## src/hw/srb_cfg.svh

```systemverilog
// Constants of the reset, break and wait status registers.
// Assumes an eight-bit register port with a two-bit register index.
`ifndef SRB_CFG_SVH
`define SRB_CFG_SVH

// =====================================================================
// Register indices
// =====================================================================
`define SRB_ADDR_W          2
`define SRB_ADDR_BRK_WAIT   2'h0
`define SRB_ADDR_RST_SRC    2'h1
`define SRB_ADDR_BRK_CTRL   2'h2

// =====================================================================
// Field positions
// =====================================================================
`define SRB_BIT_BREAK_WAIT  0
`define SRB_BIT_BRK_CLR_EN  0
`define SRB_BIT_POWER_UP    7
`define SRB_BIT_EXT_PIN     6
`define SRB_BIT_WATCHDOG    5
`define SRB_BIT_ILL_INSTR   4
`define SRB_BIT_ILL_ADDR    3
`define SRB_BIT_LOW_VOLT    2

// =====================================================================
// Reset values
// =====================================================================
`define SRB_RST_SRC_POR     6'h20
`define SRB_RST_BRK_WAIT    1'b0
`define SRB_RST_BRK_CLR_EN  1'b0
`define SRB_RDATA_ZERO      8'h00

`endif

```

## src/hw/srb_pkg.sv

```systemverilog
// Types of the reset, break and wait status registers.
// Assumes the constants of srb_cfg.svh.
package srb_pkg;

    // =================================================================
    // Reset-source flags, most significant first.
    // =================================================================
    typedef struct packed {
        logic power_up;
        logic ext_pin;
        logic watchdog;
        logic ill_instr;
        logic ill_addr;
        logic low_volt;
    } srb_src_flags_t;

    // =================================================================
    // State of the reset-source capture.
    // =================================================================
    typedef struct packed {
        logic           pin_s1;
        logic           pin_s2;
        logic           pin_s3;
        logic           pin_lvl;
        srb_src_flags_t flags;
    } srb_src_state_t;

    // =================================================================
    // State of the register bank.
    // =================================================================
    typedef struct packed {
        logic       break_wait_flag;
        logic       break_clear_enable;
        logic [7:0] rdata;
    } srb_bank_state_t;

endpackage : srb_pkg

```

## src/hw/srb_regs.sv

```systemverilog
// Reset-source, break-wait and break flag-control registers of the system unit.
// Assumes a same-clock core register port with a registered read answer.
// How it works
// RULE1: The break-wait bit reads 1 when the last wait was ended by a break, else 0.
// RULE2: Writing 0 to the break-wait bit clears it, and every reset clears it.
// RULE3: The reset-source register holds six independent cause flags.
// RULE4: Reading the reset-source register clears all its flags.
// RULE5: Power-on reset sets the power-up flag and clears the other five.
// RULE6: A reset from the external pin sets the pin flag.
// RULE7: A watchdog time-out reset sets the watchdog flag.
// RULE8: An illegal-instruction reset sets the illegal-instruction flag.
// RULE9: Only an opcode fetch from an illegal address sets the illegal-address flag.
// RULE10: A low-voltage reset sets the low-voltage flag.
// RULE11: With the clear-enable bit at 1 flags clear during break, at 0 they hold.
// RULE12: The clear-enable bit is readable and writable.
// RULE13: Break software reads break-wait and backs the stacked return address up by one.
// RULE14: A break arriving while the core waits sets the break-wait bit.
// RULE15: A flag cleared during an enabled break stays cleared after break.
// RULE16: Two-step clears stay protected in break and complete normally after it.
// RULE17: Each register is eight bits and unused bits read zero and ignore writes.
`timescale 1ns/1ps
`include "srb_cfg.svh"

module srb_regs (
    input  wire logic                       mclk_i,
    input  wire logic                       resetn_i,
    input  wire logic [`SRB_ADDR_W-1:0]     reg_addr_i,
    input  wire logic                       reg_wr_i,
    input  wire logic                       reg_rd_i,
    input  wire logic [7:0]                 reg_wdata_i,
    output logic      [7:0]                 reg_rdata_o,
    input  wire logic                       rst_pin_n_i,
    input  wire logic                       watchdog_timeout_i,
    input  wire logic                       illegal_opcode_i,
    input  wire logic                       illegal_addr_i,
    input  wire logic                       opcode_fetch_i,
    input  wire logic                       low_voltage_i,
    input  wire logic                       wait_mode_i,
    input  wire logic                       break_irq_i,
    input  wire logic                       break_state_i,
    output logic                            break_wait_flag_o,
    output logic                            status_clear_allow_o
);

    srb_pkg::srb_bank_state_t st_r;
    srb_pkg::srb_bank_state_t st_nxt;
    srb_pkg::srb_src_flags_t  src_flags;
    logic                     rst_evt;
    logic                     clr_allow;
    logic                     rd_src;
    logic [7:0]               src_byte;

    // =================================================================
    // Clear permission seen by every status flag
    // =================================================================
    // Outside break clears always act; in break only with clear-enable set.
    // Other modules gate each clearing step with this at the time of that
    // step, so a first step taken before break cannot finish inside it.
    assign clr_allow            = !break_state_i || st_r.break_clear_enable;    // RULE11
    assign status_clear_allow_o = clr_allow;                                    // RULE16

    // Read side effect is itself a flag clear and so obeys the break guard.
    assign rd_src = reg_rd_i && (reg_addr_i == `SRB_ADDR_RST_SRC) && clr_allow; // RULE11

    // =================================================================
    // Reset-source capture
    // =================================================================
    srb_rst_src u_rst_src (
        .mclk_i             (mclk_i),
        .resetn_i           (resetn_i),
        .rst_pin_n_i        (rst_pin_n_i),
        .watchdog_timeout_i (watchdog_timeout_i),
        .illegal_opcode_i   (illegal_opcode_i),
        .illegal_addr_i     (illegal_addr_i),
        .opcode_fetch_i     (opcode_fetch_i),
        .low_voltage_i      (low_voltage_i),
        .rd_clear_i         (rd_src),
        .flags_o            (src_flags),
        .rst_evt_o          (rst_evt)
    );

    always_comb begin
        src_byte                      = `SRB_RDATA_ZERO;
        src_byte[`SRB_BIT_POWER_UP]   = src_flags.power_up;
        src_byte[`SRB_BIT_EXT_PIN]    = src_flags.ext_pin;
        src_byte[`SRB_BIT_WATCHDOG]   = src_flags.watchdog;
        src_byte[`SRB_BIT_ILL_INSTR]  = src_flags.ill_instr;
        src_byte[`SRB_BIT_ILL_ADDR]   = src_flags.ill_addr;
        src_byte[`SRB_BIT_LOW_VOLT]   = src_flags.low_volt;
    end

    // =================================================================
    // Next state
    // =================================================================
    always_comb begin
        st_nxt = st_r;

        // Break-wait clear by writing 0, only while clears are allowed.
        if (reg_wr_i && (reg_addr_i == `SRB_ADDR_BRK_WAIT) && clr_allow
            && !reg_wdata_i[`SRB_BIT_BREAK_WAIT]) begin
            st_nxt.break_wait_flag = 1'b0;                                      // RULE2
        end
        // A break ending wait sets the bit and wins over a write clear, not over a reset.
        if (break_irq_i && wait_mode_i) begin
            st_nxt.break_wait_flag = 1'b1;                                      // RULE14
        end

        if (reg_wr_i && (reg_addr_i == `SRB_ADDR_BRK_CTRL)) begin
            st_nxt.break_clear_enable = reg_wdata_i[`SRB_BIT_BRK_CLR_EN];       // RULE12
        end

        // Registered read answer; unused bits and unmapped indices give 0.
        st_nxt.rdata = `SRB_RDATA_ZERO;                                         // RULE17
        if (reg_rd_i) begin
            unique case (reg_addr_i)
                `SRB_ADDR_BRK_WAIT: begin
                    st_nxt.rdata[`SRB_BIT_BREAK_WAIT] = st_r.break_wait_flag;   // RULE1
                end
                `SRB_ADDR_RST_SRC: begin
                    st_nxt.rdata = src_byte;                                    // RULE4
                end
                `SRB_ADDR_BRK_CTRL: begin
                    st_nxt.rdata[`SRB_BIT_BRK_CLR_EN] = st_r.break_clear_enable;
                end
                default: begin
                    st_nxt.rdata = `SRB_RDATA_ZERO;
                end
            endcase
        end

        // Any system reset returns the bank to its reset state.
        if (rst_evt || !resetn_i) begin
            st_nxt.break_wait_flag    = `SRB_RST_BRK_WAIT;                      // RULE2
            st_nxt.break_clear_enable = `SRB_RST_BRK_CLR_EN;
            st_nxt.rdata              = `SRB_RDATA_ZERO;
        end
    end

    // =================================================================
    // State register
    // =================================================================
    // Flags hold their value unless a set or clear acts, so a clear made in an
    // enabled break simply persists after break ends.
    always_ff @(posedge mclk_i) begin
        st_r <= st_nxt;                                                         // RULE15
    end

    assign reg_rdata_o       = st_r.rdata;
    assign break_wait_flag_o = st_r.break_wait_flag;                            // RULE13

endmodule : srb_regs

```

## src/hw/srb_rst_src.sv

```systemverilog
// Reset-source capture: six flags naming the cause of the last reset.
// Assumes internal reset requests are same-clock pulses and the pin is asynchronous.
`timescale 1ns/1ps
`include "srb_cfg.svh"

module srb_rst_src (
    input  wire logic                   mclk_i,
    input  wire logic                   resetn_i,
    input  wire logic                   rst_pin_n_i,
    input  wire logic                   watchdog_timeout_i,
    input  wire logic                   illegal_opcode_i,
    input  wire logic                   illegal_addr_i,
    input  wire logic                   opcode_fetch_i,
    input  wire logic                   low_voltage_i,
    input  wire logic                   rd_clear_i,
    output srb_pkg::srb_src_flags_t     flags_o,
    output logic                        rst_evt_o
);

    srb_pkg::srb_src_state_t st_r;
    srb_pkg::srb_src_state_t st_nxt;
    srb_pkg::srb_src_flags_t evt;
    logic                    pin_fall;

    // =================================================================
    // Next state
    // =================================================================
    always_comb begin
        st_nxt        = st_r;
        // Pin level passes three flops; a change counts once two and three agree.
        st_nxt.pin_s1 = rst_pin_n_i;
        st_nxt.pin_s2 = st_r.pin_s1;
        st_nxt.pin_s3 = st_r.pin_s2;
        if (st_r.pin_s2 == st_r.pin_s3) begin
            st_nxt.pin_lvl = st_r.pin_s3;
        end
        pin_fall = st_r.pin_lvl && (st_r.pin_s2 == st_r.pin_s3) && !st_r.pin_s3;

        evt           = '0;
        evt.ext_pin   = pin_fall;                              // RULE6
        evt.watchdog  = watchdog_timeout_i;                    // RULE7
        evt.ill_instr = illegal_opcode_i;                      // RULE8
        evt.ill_addr  = illegal_addr_i && opcode_fetch_i;      // RULE9
        evt.low_volt  = low_voltage_i;                         // RULE10
        rst_evt_o     = |evt;

        if (rst_evt_o) begin
            // A new reset replaces the record and wins over a read clear.
            st_nxt.flags = evt;                                // RULE3
        end else if (rd_clear_i) begin
            st_nxt.flags = '0;                                 // RULE4
        end

        if (!resetn_i) begin
            st_nxt.flags   = `SRB_RST_SRC_POR;                 // RULE5
            st_nxt.pin_s1  = 1'b1;
            st_nxt.pin_s2  = 1'b1;
            st_nxt.pin_s3  = 1'b1;
            st_nxt.pin_lvl = 1'b1;
        end
    end

    // =================================================================
    // State register
    // =================================================================
    always_ff @(posedge mclk_i) begin
        st_r <= st_nxt;
    end

    assign flags_o = st_r.flags;

endmodule : srb_rst_src

```

## config.mk

```make
export PLATFORM = sky130hd
export DESIGN_NAME = srb_regs
export DESIGN_NICKNAME = d
export VERILOG_FILES = /design/src/hw/srb_pkg.sv /design/src/hw/srb_regs.sv /design/src/hw/srb_rst_src.sv
export VERILOG_INCLUDE_DIRS = /design/src /design/src/hw
export SDC_FILE = /design/constraint.sdc
export NUM_CORES = 1
export LEC_CHECK = 0
export ABC_AREA = 1
export BUFFER_PORTS_ARGS = -buffer_cell sky130_fd_sc_hd__buf_2
export CAP_MARGIN = 20
export CORE_MARGIN = 2
export CORE_UTILIZATION = 30
export CTS_BUF_LIST = sky130_fd_sc_hd__clkbuf_4
export CTS_CLUSTER_DIAMETER = 200
export DETAILED_ROUTE_END_ITERATION = 8
export PLACE_DENSITY = 0.6
export SYNTH_ARGS = -nofsm -noshare
export SYNTH_HDL_FRONTEND = slang
export SYNTH_SLANG_ARGS = --single-unit
```

## constraint.sdc

```tcl
create_clock -name mclk_i -period 0.95 [get_ports mclk_i]
set_input_delay 0.1425 -clock mclk_i [delete_from_list [all_inputs] [get_ports mclk_i]]
set_output_delay 0.1425 -clock mclk_i [all_outputs]
set_load 0.005 [all_outputs]
```

==> results.md <==
* Run status: finished, violations left
* Violated checks: setup timing
* TNS Setup at -101.2 ps
* Antenna-violating nets left at 0
* Worst endpoint data arrival time at around 850 ps
* Buf+Inv Stages, Crit Path at 2
* Clk slew on worst S/H paths at around 110 ps
* Slowest stage delay, CP at roughly 340 ps
* Final worst slack at -46.91 ps
* Cells on Worst Hold Path at 2
* Final hold violations at 0
* Clk buf depth at 2
* Pre-antenna DRT Iters at 4
* Clock root cell: clkbuf_4
* Layout cell share with drive strength beyond 1 at 0.5250
* Maximum vdd drop at a little under 0.8 mV
* WP data required at around 810 ps
* Starting Density at 0.3172
* Vias at about 650
* Reg2Reg Launch Point: u_rst_src.st_r[8]
* Num CTS Buffers at 3
* Mapped cell area at 785.8 um^2
* Antenna violations before repair at 0
* Total clock sinks at 19
* Syn nets at 116
* Pins Over Slew Limit at 0
* Rows at 18
* Crit-path max FO at 3
* Core area at about 2500 um^2
* CTS tree: built
* Clk Latency, worst-skew pair at roughly 300 ps
* Die X at roughly 55 um
* Die Ht at between 50 and 60 um
* Crit start category: flip-flop
* Design Area, Final at 1006 um^2
* Fin crit share at 1.049
* GP Congestion at between 0.7 and 0.8
* Slowest cell on crit path: dfxtp_2
* PortBufs at 24
* GRT Residual Overflow at 0
* Hold EP: u_rst_src.st_r[9]
* Per-cell routed wire length at ~9.6 um
* CP delay by family, top: flip-flops
* Fmax at 1003 MHz
* Minimum clock period at around 1000 ps
* Post-DP HPWL at approximately 1100 um
* Crit path cell chain: inv_2, nand2_2, buf_2
* Final Setup Violations at 8
* Num ports at 33
* Total Power at between 1000 and 1500 uW
* Flop2flop setup slack at -20 ps
* Util after Layout at 0.4061
* Crit end category: primary output
* ANT cells at 0
* Synth unique cells at 19
* Final WL at approximately 1400 um
* Initial DRC count at 9
* First-pass GRT wire length at 2380 um
* Clock Skew at about 1.8 ps
* DRC viols at 0
* RSZ-0062 raised after global routing: true
* Synth Register Bits at 19
* Area grow syn2layout at 28.02%
* Gate Count Post-Synth at just over 90
* Pre-CTS setup slack at -120.3 ps
* Syn avg cell area at 8.449 um^2
* Max-Cap Viols at 0
* Total GRT Usage at 0.1146
* Die ar. at just over 3000 um^2
* R2R depth at 6
* Vias in the first global route at just under 600
* Hold crit path type: primary input to flip-flop
* CP Class: flip-flop to primary output
* Placed cell area at a little over 900 um^2
* Sequential element share of the synthesized area at 0.4841
* H-Tree Depth at 1
* P_leak at between 0.0004 and 0.0005 uW
* Yosys warns at 0
* RR Endpoint: reg_rdata_o[5]
* Pwr Density at between 1000 and 1500 nW/um^2
* Hold path start: rst_pin_n_i
* Final #Nets at 144
* Pin count of the biggest net entering global routing at 12
* Vias per cell at 4.353
repair_timing:
item	4_1_cts	5_1_grt
endpoints found under the setup margin	16	16
hold buffers	0	0
setup buffers	0	1
gates cloned	1	0
pin swaps	2	0
resized for setup	7	6
per-layer routing:
layer  part of all wire  vias to the layer above  GRT usage  wire [um]
met1               0.39                      300     0.1098        561
met2               0.55                       15     0.2063        792
met4              0.019                        0    0.07317         27
li1                   -                      336          -          -
met3              0.044                        2    0.04032         63
met5                  0                        -          0          0
area by class of cell:
class,instances,area (um^2)
inverters,17,63.81
multi-input cells,50,327.8
well taps,30,37.54
clock inverters,1,5.005
clock buffers,3,22.52
fillers,268,1471
repair buffers,30,165.2
flip-flops and latches,19,384.1
worst max path at each step:
stage	start	endpoint	depth (start not counted)
after floorplan	u_rst_src.st_r[8]	reg_rdata_o[2]	6
after global placement	u_rst_src.st_r[8]	reg_rdata_o[6]	6
after detailed placement	u_rst_src.st_r[7]	reg_rdata_o[5]	6
after CTS	st_r[8]	status_clear_allow_o	3
after global routing	u_rst_src.st_r[8]	break_wait_flag_o	6
final	st_r[8]	status_clear_allow_o	3
cells by family after synthesis:
family          after synthesis  share of synthesized area
compound gates               10                    0.06688
simple gates                 38                     0.2866
other cells                   1                   0.004772
buf+inv                      25                     0.1576
flops                        19                     0.4841
report_power, final:
part / switching [uW] / internal [uW]
Sequential: 8.41 / 815
Clock: 249 / 157
Combinational: 73.1 / 58.7
Total: 331 / 1030
synthesized netlist by cell type:
master,number,area [um^2]
a21oi_1,8,40.04
buf_4,8,60.06
conb_1,1,3.750
dfxtp_1,19,380.4
inv_1,15,56.30
inv_2,2,7.510
nand2_1,9,33.78
nand2_2,1,6.260
nand3_1,11,55.05
nand3_2,1,10.01
nand3_4,1,17.52
nand4_1,1,6.260
nor2_1,2,7.510
nor2_2,7,43.79
nor2_4,2,22.52
nor3_2,1,10.01
o211ai_1,1,7.510
o21ai_0,1,5.000
or2_2,2,12.51
metrics by stage:
step	cells	hold slack, ps
3_3_place_gp	144	328.7
6_report	150	21.97
5_1_grt	150	5.707
4_1_cts	149	9.420
3_5_place_dp	144	336.2
2_1_floorplan	93	211.2
state kept, by name, summed over array words and instances (netlist names):
name / flops
break_wait_flag_o: 1
u_rst_src.st_r: 4
st_r: 1
reg_rdata_o: 7
u_rst_src.flags_o: 6
layout by cell type (no fill, tap or decap), types with 3 or more instances in the layout:
cell,n
buf_2,24
dfxtp_1,16
inv_1,14
nand2_1,8
nor2_2,7
nand3_1,7
a21oi_1,6
buf_4,6
nand3_2,5
inv_2,3
nor2_4,3
clkbuf_4,3
dfxtp_2,3
No activity file was read; power rests on OpenSTA's default activity.
